$ cat src/shared/ssdp_pkg.sv
// Function
// - Set overrun flag when a byte completes while the previous byte is unread.
// - On overrun keep the old received byte and drop the new one.
// - Overrun clears by status read with flag set, then data read.
// - Slave with fault enable flags mode fault if select rises mid-transfer.
// - Master with fault enable flags mode fault whenever select is low.
// - Mode fault clears by status read with flag set, then control write.
// - Transmit-empty sets when a byte moves to the shifter; may interrupt.
// - Data write clears transmit-empty; reset sets it.
// - Mode fault sets only with enable on; clearing enable keeps the flag.
// - Master with fault enable off ignores the select pin entirely.
// - Slave always uses select; fault enable only gates the fault flag.
// - Baud field picks divisor 2, 8, 32 or 128.
// - Serial clock equals base clock over twice the divisor.
// - Baud field ignored as slave; reset clears it.
// - Data address writes transmit register, reads separate receive register.
// - Receiver-full sets on each received byte; clears by status then data read.
// - Error interrupt enable gates mode fault and overrun interrupts.
// - Slave needs select low; select high floats output and ignores clocks.
package ssdp_pkg;
  // ********************************
  // Register map
  // ********************************
  localparam logic [7:0] IDX_CTRL   = 8'h10;
  localparam logic [7:0] IDX_STAT   = 8'h11;
  localparam logic [7:0] IDX_DATA   = 8'h12;
  localparam logic [7:0] ADDR_CTRL  = {IDX_CTRL[5:0], 2'b00};
  localparam logic [7:0] ADDR_STAT  = {IDX_STAT[5:0], 2'b00};
  localparam logic [7:0] ADDR_DATA  = {IDX_DATA[5:0], 2'b00};
  localparam logic [7:0] CTRL_RESET = 8'h28;
  localparam logic [7:0] STAT_RESET = 8'h08;
  localparam logic [1:0] RESP_OKAY  = 2'h0;
  localparam logic [1:0] RESP_SLVERR = 2'h2;
  // ********************************
  // Timing
  // ********************************
  localparam logic [7:0] BAUD_DIV_00 = 8'h02;
  localparam logic [7:0] BAUD_DIV_01 = 8'h08;
  localparam logic [7:0] BAUD_DIV_10 = 8'h20;
  localparam logic [7:0] BAUD_DIV_11 = 8'h80;
  localparam logic [4:0] LAST_EDGE   = 5'h0F;
  // ********************************
  // Carriers
  // ********************************
  typedef struct packed {
    logic rx_irq_enable;
    logic spare;
    logic master_select;
    logic clk_polarity;
    logic clk_phase;
    logic wired_or;
    logic unit_enable;
    logic tx_empty_irq_enable;
  } ssdp_ctrl_s;
  typedef struct packed {
    logic rx_full_flag;
    logic error_irq_enable;
    logic receive_overrun_flag;
    logic mode_fault_flag;
    logic tx_empty_flag;
    logic mode_fault_enable;
    logic baud_select_high;
    logic baud_select_low;
  } ssdp_stat_s;
  typedef struct packed {
    logic sck;
    logic mosi;
    logic miso;
    logic ss_n;
  } ssdp_pins_s;
endpackage : ssdp_pkg

$ cat src/hw/ssdp_top.sv
`timescale 1ns/1ps
module ssdp_top
  import ssdp_pkg::*;
(
  input  wire logic       CLK_IN,
  input  wire logic       RESET_N_IN,
  input  wire logic [7:0] S_AXI_AWADDR_IN,
  input  wire logic       S_AXI_AWVALID_IN,
  output logic            S_AXI_AWREADY_OUT,
  input  wire logic [31:0] S_AXI_WDATA_IN,
  input  wire logic [3:0] S_AXI_WSTRB_IN,
  input  wire logic       S_AXI_WVALID_IN,
  output logic            S_AXI_WREADY_OUT,
  output logic [1:0]      S_AXI_BRESP_OUT,
  output logic            S_AXI_BVALID_OUT,
  input  wire logic       S_AXI_BREADY_IN,
  input  wire logic [7:0] S_AXI_ARADDR_IN,
  input  wire logic       S_AXI_ARVALID_IN,
  output logic            S_AXI_ARREADY_OUT,
  output logic [31:0]     S_AXI_RDATA_OUT,
  output logic [1:0]      S_AXI_RRESP_OUT,
  output logic            S_AXI_RVALID_OUT,
  input  wire logic       S_AXI_RREADY_IN,
  input  wire logic       SCK_IN,
  output logic            SCK_OUT,
  output logic            SCK_OE_OUT,
  input  wire logic       MOSI_IN,
  output logic            MOSI_OUT,
  output logic            MOSI_OE_OUT,
  input  wire logic       MISO_IN,
  output logic            MISO_OUT,
  output logic            MISO_OE_OUT,
  input  wire logic       SS_N_IN,
  output logic            IRQ_OUT
);
  typedef enum logic {ST_IDLE, ST_RUN} ssdp_mst_e;

  ssdp_ctrl_s ctrl_reg;
  ssdp_stat_s stat_view;
  ssdp_pins_s pins_raw;
  ssdp_pins_s pins_s;
  ssdp_mst_e  mst_reg;
  logic       rx_full_reg;
  logic       ovr_reg;
  logic       mode_fault_flag_reg;
  logic       txe_reg;
  logic       error_irq_enable_reg;
  logic       mode_fault_enable_reg;
  logic [1:0] baud_reg;
  logic [7:0] tx_buf_reg;
  logic [7:0] rx_buf_reg;
  logic [7:0] sh_reg;
  logic       samp_reg;
  logic [4:0] cnt_reg;
  logic       sck_out_reg;
  logic       sck_prev_reg;
  logic       ss_prev_reg;
  logic       loaded_reg;
  logic       arm_rx_reg;
  logic       arm_ovr_reg;
  logic       arm_mode_fault_flag_reg;
  logic       irq_reg;
  logic       aw_held_reg;
  logic       w_held_reg;
  logic [7:0] awaddr_reg;
  logic [7:0] wdata_reg;
  logic       wstrb_reg;
  logic       tick;
  logic       is_master;
  logic       is_slave;
  logic       slave_sel;
  logic       edge_ev;
  logic       lead;
  logic       in_bit;
  logic       shift_in;
  logic       sample_ev;
  logic       shift_ev;
  logic       byte_done;
  logic [7:0] rx_word;
  logic       mst_load;
  logic       slv_load;
  logic       slv_busy;
  logic       ss_rise;
  logic       mode_fault_flag_set;
  logic       wr_go;
  logic       ar_fire;
  logic       ctrl_wr;
  logic       stat_wr;
  logic       data_wr;
  logic       stat_rd;
  logic       data_rd;
  logic       irq_cond;
  logic       drive_m;

  // ********************************
  // Pin synchronisers
  // ********************************
  assign pins_raw = '{sck: SCK_IN, mosi: MOSI_IN, miso: MISO_IN, ss_n: SS_N_IN};

  ssdp_sync #(.W(4)) u_sync (
    .clk_in     (CLK_IN),
    .reset_n_in (RESET_N_IN),
    .d_in       (pins_raw),
    .q_out      (pins_s)
  );

  // ********************************
  // Mode decode
  // ********************************
  assign is_master = ctrl_reg.unit_enable && ctrl_reg.master_select;
  assign is_slave  = ctrl_reg.unit_enable && !ctrl_reg.master_select;
  assign slave_sel = is_slave && !pins_s.ss_n;

  ssdp_baud u_baud (
    .clk_in     (CLK_IN),
    .reset_n_in (RESET_N_IN),
    .run_in     (mst_reg == ST_RUN),
    .sel_in     (baud_reg),
    .tick_out   (tick)
  );

  // ********************************
  // Shift engine, shared by both roles
  // ********************************
  // Slave sees edges of the synchronised clock, so the master clock
  // must stay well below a quarter of the base clock
  assign edge_ev = (mst_reg == ST_RUN) ? tick
                 : (slave_sel && (pins_s.sck != sck_prev_reg));
  assign lead      = !cnt_reg[0];
  assign in_bit    = is_master ? pins_s.miso : pins_s.mosi;
  assign sample_ev = edge_ev && (lead ^ ctrl_reg.clk_phase);
  // Phase 1 skips the first shift so the data line holds across the first sampling edge
  assign shift_ev  = edge_ev && (ctrl_reg.clk_phase ? (lead && (cnt_reg != 5'h00))
                                                    : !lead);
  assign shift_in  = (ctrl_reg.clk_phase && cnt_reg == LAST_EDGE) ? in_bit : samp_reg;
  assign byte_done = edge_ev && (cnt_reg == LAST_EDGE);
  assign rx_word   = {sh_reg[6:0], shift_in};
  assign mst_load  = is_master && (mst_reg == ST_IDLE) && !txe_reg && !mode_fault_flag_reg;
  assign slv_load  = slave_sel && (cnt_reg == 5'h00) && !loaded_reg && !txe_reg && !edge_ev;
  assign slv_busy  = (cnt_reg != 5'h00) || loaded_reg;
  assign ss_rise   = !ss_prev_reg && pins_s.ss_n;

  always_ff @(posedge CLK_IN) begin
    if (!RESET_N_IN) begin
      sck_prev_reg <= 1'b1;
      ss_prev_reg  <= 1'b1;
    end else begin
      sck_prev_reg <= pins_s.sck;
      ss_prev_reg  <= pins_s.ss_n;
    end
  end

  always_ff @(posedge CLK_IN) begin
    if (!RESET_N_IN) begin
      mst_reg <= ST_IDLE;
    end else begin
      unique case (mst_reg)
        ST_IDLE: if (mst_load) mst_reg <= ST_RUN;
        ST_RUN:  if (byte_done || !is_master || mode_fault_flag_reg) mst_reg <= ST_IDLE;
      endcase
    end
  end

  always_ff @(posedge CLK_IN) begin
    if (!RESET_N_IN) begin
      cnt_reg <= 5'h00;
    end else if (mst_load || (!slave_sel && mst_reg != ST_RUN) || byte_done) begin
      cnt_reg <= 5'h00;
    end else if (edge_ev) begin
      cnt_reg <= cnt_reg + 5'h01;
    end
  end

  always_ff @(posedge CLK_IN) begin
    if (!RESET_N_IN) begin
      sh_reg   <= 8'h00;
      samp_reg <= 1'b0;
    end else begin
      if (mst_load || slv_load) begin
        sh_reg <= tx_buf_reg;
      end else if (shift_ev) begin
        sh_reg <= rx_word;
      end
      if (sample_ev) begin
        samp_reg <= in_bit;
      end
    end
  end

  always_ff @(posedge CLK_IN) begin
    if (!RESET_N_IN) begin
      loaded_reg <= 1'b0;
    end else if (slv_load) begin
      loaded_reg <= 1'b1;
    end else if (!slave_sel || byte_done) begin
      loaded_reg <= 1'b0;
    end
  end

  always_ff @(posedge CLK_IN) begin
    if (!RESET_N_IN) begin
      sck_out_reg <= 1'b0;
    end else if (mst_reg == ST_RUN && tick) begin
      sck_out_reg <= !sck_out_reg;
    end else if (mst_reg == ST_IDLE) begin
      sck_out_reg <= ctrl_reg.clk_polarity;
    end
  end

  // ********************************
  // Receive path and flags
  // ********************************
  always_ff @(posedge CLK_IN) begin
    if (!RESET_N_IN) begin
      rx_buf_reg <= 8'h00;
    end else if (byte_done && !rx_full_reg) begin
      rx_buf_reg <= rx_word;
    end
  end

  // A new event beats a clear arriving in the same cycle, except that a clearing data read drops receiver-full even as a byte completes
  always_ff @(posedge CLK_IN) begin
    if (!RESET_N_IN) begin
      rx_full_reg <= 1'b0;
      arm_rx_reg  <= 1'b0;
    end else begin
      if (byte_done && !rx_full_reg) begin
        rx_full_reg <= 1'b1;
      end else if (data_rd && arm_rx_reg) begin
        rx_full_reg <= 1'b0;
      end
      if (stat_rd && rx_full_reg) begin
        arm_rx_reg <= 1'b1;
      end else if (data_rd) begin
        arm_rx_reg <= 1'b0;
      end
    end
  end

  always_ff @(posedge CLK_IN) begin
    if (!RESET_N_IN) begin
      ovr_reg     <= 1'b0;
      arm_ovr_reg <= 1'b0;
    end else begin
      if (byte_done && rx_full_reg) begin
        ovr_reg <= 1'b1;
      end else if (data_rd && arm_ovr_reg) begin
        ovr_reg <= 1'b0;
      end
      if (stat_rd && ovr_reg) begin
        arm_ovr_reg <= 1'b1;
      end else if (data_rd) begin
        arm_ovr_reg <= 1'b0;
      end
    end
  end

  // Master ignores the select pin unless fault detection is on
  assign mode_fault_flag_set = mode_fault_enable_reg && ((is_master && !pins_s.ss_n)
                                || (is_slave && ss_rise && slv_busy));

  always_ff @(posedge CLK_IN) begin
    if (!RESET_N_IN) begin
      mode_fault_flag_reg     <= 1'b0;
      arm_mode_fault_flag_reg <= 1'b0;
    end else begin
      if (mode_fault_flag_set) begin
        mode_fault_flag_reg <= 1'b1;
      end else if (ctrl_wr && arm_mode_fault_flag_reg) begin
        mode_fault_flag_reg <= 1'b0;
      end
      if (stat_rd && mode_fault_flag_reg) begin
        arm_mode_fault_flag_reg <= 1'b1;
      end else if (ctrl_wr) begin
        arm_mode_fault_flag_reg <= 1'b0;
      end
    end
  end

  always_ff @(posedge CLK_IN) begin
    if (!RESET_N_IN) begin
      txe_reg <= 1'b1;
    end else if (mst_load || slv_load) begin
      txe_reg <= 1'b1;
    end else if (data_wr) begin
      txe_reg <= 1'b0;
    end
  end

  // ********************************
  // Register bus
  // ********************************
  assign S_AXI_AWREADY_OUT = !aw_held_reg && !S_AXI_BVALID_OUT;
  assign S_AXI_WREADY_OUT  = !w_held_reg && !S_AXI_BVALID_OUT;
  assign S_AXI_ARREADY_OUT = !S_AXI_RVALID_OUT;
  assign wr_go   = aw_held_reg && w_held_reg;
  assign ar_fire = S_AXI_ARVALID_IN && S_AXI_ARREADY_OUT;
  assign ctrl_wr = wr_go && wstrb_reg && (awaddr_reg == ADDR_CTRL);
  assign stat_wr = wr_go && wstrb_reg && (awaddr_reg == ADDR_STAT);
  assign data_wr = wr_go && wstrb_reg && (awaddr_reg == ADDR_DATA);
  assign stat_rd = ar_fire && (S_AXI_ARADDR_IN == ADDR_STAT);
  assign data_rd = ar_fire && (S_AXI_ARADDR_IN == ADDR_DATA);

  always_ff @(posedge CLK_IN) begin
    if (!RESET_N_IN) begin
      aw_held_reg <= 1'b0;
      w_held_reg  <= 1'b0;
      awaddr_reg  <= 8'h00;
      wdata_reg   <= 8'h00;
      wstrb_reg   <= 1'b0;
    end else begin
      if (S_AXI_AWVALID_IN && S_AXI_AWREADY_OUT) begin
        aw_held_reg <= 1'b1;
        awaddr_reg  <= S_AXI_AWADDR_IN;
      end else if (wr_go) begin
        aw_held_reg <= 1'b0;
      end
      if (S_AXI_WVALID_IN && S_AXI_WREADY_OUT) begin
        w_held_reg <= 1'b1;
        wdata_reg  <= S_AXI_WDATA_IN[7:0];
        wstrb_reg  <= S_AXI_WSTRB_IN[0];
      end else if (wr_go) begin
        w_held_reg <= 1'b0;
      end
    end
  end

  always_ff @(posedge CLK_IN) begin
    if (!RESET_N_IN) begin
      S_AXI_BVALID_OUT <= 1'b0;
      S_AXI_BRESP_OUT  <= RESP_OKAY;
    end else if (wr_go) begin
      S_AXI_BVALID_OUT <= 1'b1;
      S_AXI_BRESP_OUT  <= (awaddr_reg == ADDR_CTRL || awaddr_reg == ADDR_STAT ||
                           awaddr_reg == ADDR_DATA) ? RESP_OKAY : RESP_SLVERR;
    end else if (S_AXI_BREADY_IN) begin
      S_AXI_BVALID_OUT <= 1'b0;
    end
  end

  always_ff @(posedge CLK_IN) begin
    if (!RESET_N_IN) begin
      ctrl_reg   <= CTRL_RESET;
      error_irq_enable_reg  <= STAT_RESET[6];
      mode_fault_enable_reg <= STAT_RESET[2];
      baud_reg   <= STAT_RESET[1:0];
      tx_buf_reg <= 8'h00;
    end else begin
      if (ctrl_wr) begin
        ctrl_reg <= ssdp_ctrl_s'(wdata_reg);
      end
      if (stat_wr) begin
        error_irq_enable_reg  <= wdata_reg[6];
        mode_fault_enable_reg <= wdata_reg[2];
        baud_reg   <= wdata_reg[1:0];
      end
      if (data_wr) begin
        tx_buf_reg <= wdata_reg;
      end
    end
  end

  assign stat_view = '{rx_full_flag: rx_full_reg, error_irq_enable: error_irq_enable_reg,
                       receive_overrun_flag: ovr_reg, mode_fault_flag: mode_fault_flag_reg,
                       tx_empty_flag: txe_reg, mode_fault_enable: mode_fault_enable_reg,
                       baud_select_high: baud_reg[1], baud_select_low: baud_reg[0]};

  // Data reads return the receive side only; the transmit byte is unreadable
  always_ff @(posedge CLK_IN) begin
    if (!RESET_N_IN) begin
      S_AXI_RVALID_OUT <= 1'b0;
      S_AXI_RDATA_OUT  <= 32'h0000_0000;
      S_AXI_RRESP_OUT  <= RESP_OKAY;
    end else if (ar_fire) begin
      S_AXI_RVALID_OUT <= 1'b1;
      S_AXI_RRESP_OUT  <= RESP_OKAY;
      unique case (S_AXI_ARADDR_IN)
        ADDR_CTRL: S_AXI_RDATA_OUT <= {24'h000000, ctrl_reg};
        ADDR_STAT: S_AXI_RDATA_OUT <= {24'h000000, stat_view};
        ADDR_DATA: S_AXI_RDATA_OUT <= {24'h000000, rx_buf_reg};
        default: begin
          S_AXI_RDATA_OUT <= 32'h0000_0000;
          S_AXI_RRESP_OUT <= RESP_SLVERR;
        end
      endcase
    end else if (S_AXI_RREADY_IN) begin
      S_AXI_RVALID_OUT <= 1'b0;
    end
  end

  // ********************************
  // Interrupt and pins
  // ********************************
  assign irq_cond = (rx_full_reg && ctrl_reg.rx_irq_enable)
                 || (txe_reg && ctrl_reg.tx_empty_irq_enable)
                 || (error_irq_enable_reg && (ovr_reg || mode_fault_flag_reg));

  always_ff @(posedge CLK_IN) begin
    if (!RESET_N_IN) begin
      irq_reg <= 1'b0;
    end else begin
      irq_reg <= irq_cond;
    end
  end

  assign IRQ_OUT = irq_reg;

  // Wired-OR mode only ever pulls low; the pull-up lives outside
  assign drive_m     = is_master && !mode_fault_flag_reg;
  assign SCK_OUT     = sck_out_reg;
  assign MOSI_OUT    = sh_reg[7];
  assign MISO_OUT    = sh_reg[7];
  assign SCK_OE_OUT  = drive_m && (!ctrl_reg.wired_or || !sck_out_reg);
  assign MOSI_OE_OUT = drive_m && (!ctrl_reg.wired_or || !sh_reg[7]);
  assign MISO_OE_OUT = slave_sel && (!ctrl_reg.wired_or || !sh_reg[7]);
endmodule : ssdp_top

$ cat src/hw/ssdp_sync.sv
`timescale 1ns/1ps
module ssdp_sync #(
  parameter int W = 4
) (
  input  wire logic         clk_in,
  input  wire logic         reset_n_in,
  input  wire logic [W-1:0] d_in,
  output logic      [W-1:0] q_out
);
  logic [W-1:0] meta_reg;

  // Pins are idle high, so reset to ones avoids false edges
  always_ff @(posedge clk_in) begin
    if (!reset_n_in) begin
      meta_reg <= '1;
      q_out    <= '1;
    end else begin
      meta_reg <= d_in;
      q_out    <= meta_reg;
    end
  end
endmodule : ssdp_sync

$ cat src/hw/ssdp_baud.sv
`timescale 1ns/1ps
module ssdp_baud
  import ssdp_pkg::*;
(
  input  wire logic       clk_in,
  input  wire logic       reset_n_in,
  input  wire logic       run_in,
  input  wire logic [1:0] sel_in,
  output logic            tick_out
);
  logic [7:0] div;
  logic [7:0] cnt_reg;
  logic [7:0] since_reg;

  always_comb begin
    unique case (sel_in)
      2'b00: div = BAUD_DIV_00;
      2'b01: div = BAUD_DIV_01;
      2'b10: div = BAUD_DIV_10;
      2'b11: div = BAUD_DIV_11;
    endcase
  end

  // One tick per half serial period: rate is base over twice the divisor
  assign tick_out = run_in && (cnt_reg == div - 8'h01);

  always_ff @(posedge clk_in) begin
    if (!reset_n_in || !run_in || tick_out) begin
      cnt_reg <= 8'h00;
    end else begin
      cnt_reg <= cnt_reg + 8'h01;
    end
  end

  // ********************************
  // Checks
  // ********************************
  always_ff @(posedge clk_in) begin
    if (!reset_n_in || !run_in || tick_out) begin
      since_reg <= 8'h00;
    end else begin
      since_reg <= since_reg + 8'h01;
    end
  end
endmodule : ssdp_baud

$ cat config.mk
export PLATFORM = sky130hd
export DESIGN_NAME = ssdp_top
export DESIGN_NICKNAME = d
export VERILOG_FILES = /design/src/shared/ssdp_pkg.sv /design/src/hw/ssdp_top.sv /design/src/hw/ssdp_sync.sv /design/src/hw/ssdp_baud.sv
export SDC_FILE = /design/constraint.sdc
export NUM_CORES = 1
export LEC_CHECK = 0
export BUFFER_PORTS_ARGS = -buffer_cell sky130_fd_sc_hd__buf_4
export CAP_MARGIN = 20
export CORE_MARGIN = 2
export CORE_UTILIZATION = 55
export DETAILED_ROUTE_END_ITERATION = 10
export PLACE_DENSITY = 0.87
export SETUP_SLACK_MARGIN = 0.02
export SLEW_MARGIN = 20
export SYNTH_ARGS = -nofsm -noshare
export SYNTH_HDL_FRONTEND = slang
export SYNTH_SLANG_ARGS = --single-unit
$ cat constraint.sdc
create_clock -name CLK_IN -period 6.5 [get_ports CLK_IN]
set_clock_uncertainty 0.1 [all_clocks]
set_input_delay 0.975 -clock CLK_IN [delete_from_list [all_inputs] [get_ports CLK_IN]]
set_output_delay 0.975 -clock CLK_IN [all_outputs]
set_load 0.005 [all_outputs]
==> flow_metrics.py <==
metrics = {
    "yosys": {
        "async_flop_share_pct": 0,
        "ys_ff_latch": 102,
        "synth_edf_count": 0,
        "netlist_area_um2": 4700,
        "syn_inst": 519,
        "syn_area_per_cell_um2": 9.05,
        "synth_area_leaders": "dfxtp_1, nand2_1, mux2i_1, buf_4, a21boi_0",
        "yosysWarnings": 0,
        "synth_most_common_cell": "dfxtp_1",
        "yosys-top-cells-count": "dfxtp_1, nand2_1, buf_4, mux2i_1, a21boi_0",
        "synth_ff_type": "dfxtp_1",
        "ys_types": 59,
        "ys_seq_area_share_pct": 43.5,
        "synth_top_area_cell": "dfxtp_1",
        "synth_top_cell_area_share_pct": 43.5,
    },
    "worst_setup_path": {
        "critical_path_class": "flip-flop to flip-flop",
        "critPathRequiredTime_ns": 6.71,
        "startpoint_type": "flip-flop",
        "cp.arrival_ns": 3.30,
        "r2r_setup_slack_ns": 3.41,
        "end_kind": "flip-flop",
        "path_max_fanout": 16,
    },
    "sta": {
        "timing.final.crit_share_pct": 47.5,
        "worst_pin_slew_ns": 0.807,
        "relSlewSlack_pct": 46.2,
        "setup_viol": 0,
        "finalHoldViolations": 0,
        "slew_violations": 0,
        "tns_ns": 0,
        "rsz0062_at_grt": "false",
        "max_freq_mhz": 324,
        "timing.final.crit_period_ns": 3.09,
    },
    "routing": {
        "viasPerCell": 5.42,
        "detail-route-antenna-nets": 0,
        "drtPass1Iterations": 5,
        "wl_um": 9540,
        "routed-via-count": 3640,
        "initialDrtViolationCount": 182,
        "drt-wirelength-per-cell_um": 14.2,
        "drc_errors": 0,
    },
    "clock_tree": {
        "hold_buffers": 0,
        "cts.path.max_buffers": 2,
        "insertion_delay_ns": 0.38,
        "cts_buffers": 9,
        "post_cts_buffers": 0,
        "cts_tree": "done",
        "clk_pin_slew_ns": 0.10,
        "clock_sinks": 102,
        "root_buffer": "clkbuf_8",
        "cts-resized-gates": 0,
        "cts_max_level": 3,
    },
    "floorplan": {
        "initial_core_util_pct": 56.9,
        "dieArea_um2": 9300,
        "coreArea_um2": 8260,
        "die_w_um": 96.4,
        "io_pins": 111,
        "num_rows": 33,
        "die_h_um": 96.4,
    },
    "pwr": {
        "vdd_drop_max_uv": 158,
        "power_leakage_nw": 2.02,
        "power_density_nw_per_um2": 210,
    },
    "global_route": {
        "grt_pass1_vias": 3368,
        "gr-usage-all-layers_pct": 21.3,
        "grt_antenna_before_repair": 0,
        "grt_pass1_wl_um": 15500,
        "grt_max_degree": 100,
        "grt-ovfl-total": 0,
    },
    "cells_and_area": {
        "num_antenna_cells": 0,
        "area_delta_synth_final_pct": 11.0,
        "drive_above_1_share_pct": 17.8,
        "nets": 630,
        "finish.utilization_pct": 63.1,
    },
    "place": {
        "dp_hpwl_um": 6860,
        "gp_congestion": 0.851,
        "portBuffers": 57,
    },
    "outcome": {
        "status": "completed",
    },
    "flow_run": {
        "maxCapViolCount": 0,
    },
    "hold_path": {
        "min_path_type": "flip-flop to flip-flop",
    },
}
-- through the flow --
stage	total power [mW]	setup slack, ns	instance area [um^2]	std cells	hold WS [ns]
2_1_floorplan	0.712	3.95	4790	544	0.286
3_3_place_gp	0.729	3.53	5030	656	0.290
3_5_place_dp	0.732	3.48	5030	656	0.291
4_1_cts	1.10	3.46	5210	672	0.316
5_1_grt	1.14	3.28	5210	672	0.341
6_report	1.10	3.41	5210	672	0.314
-- metal layers --
metal / part of all wire [%] / wire length [um] / GRT usage [%]
met5: 0 / 0 / 0
met4: 2.1 / 198 / 7.63
met3: 6.1 / 582 / 5.04
met2: 48 / 4610 / 35.8
met1: 43 / 4150 / 26.6
-- final timing paths --
kind                      start         endpoint  cells after the start
max                 baud_reg[0]        sh_reg[3]                      8
min          u_sync.meta_reg[2]  u_sync.q_out[2]                      1
max reg2reg         baud_reg[0]        sh_reg[3]                      8
min reg2reg  u_sync.meta_reg[2]  u_sync.q_out[2]                      1
-- worst max-delay path, cell delays in order (launching register included) --
cell and delay, ns:
dfxtp_1 0.39, or2_2 0.32, ha_1 0.31, xnor2_1 0.13, nor4b_1 0.40, o211a_1 0.52
or3_1 0.47, o21ai_0 0.19, a21oi_1 0.18
-- power breakdown --
| part | internal [mW] | switching [mW] |
|---|---|---|
| registers | 0.637 | 0.0100 |
| clock network | 0.147 | 0.232 |
| logic | 0.0339 | 0.0372 |
-- kinds of logic after synthesis --
| family | count (synthesis) | synth area share, % |
|---|---|---|
| buffers and inverters | 60 | 7.64 |
| AND/OR/NAND/NOR | 197 | 21.7 |
| XOR/XNOR | 14 | 2.61 |
| flip-flops | 102 | 43.5 |
| other | 1 | 0.0798 |
| AO/OA/AOI/OAI | 109 | 16.5 |
| multiplexers | 31 | 6.66 |
| adder cells (fa/ha/maj) | 5 | 1.33 |
-- layout make-up --
cell class	count	area [um^2]
well taps	105	131
clock buffers	10	128
clock inverters	6	52.6
flip-flops and latches	102	2040
repair buffers	58	435
fillers	674	3040
multi-input cells	382	2390
inverters	9	33.8
-- layout by cell type, fill, tap and decap left out, types with 3 or more instances in the layout --
master / n
nand2_1: 82
o211a_1: 3
a21oi_1: 16
xor2_1: 8
clkbuf_8: 9
or2_2: 4
conb_1: 26
a21boi_0: 28
nand3_1: 16
o21ai_0: 25
buf_4: 58
mux2i_1: 29
and2_1: 4
nor2_1: 23
nor4_1: 3
nand2b_1: 12
inv_1: 9
o21ai_2: 9
nor2b_1: 24
or3_1: 3
o21a_1: 3
xnor2_1: 6
a22oi_1: 9
ha_1: 5
and3_1: 4
dfxtp_1: 102
Note: power is estimated with default switching activity, not from simulation.
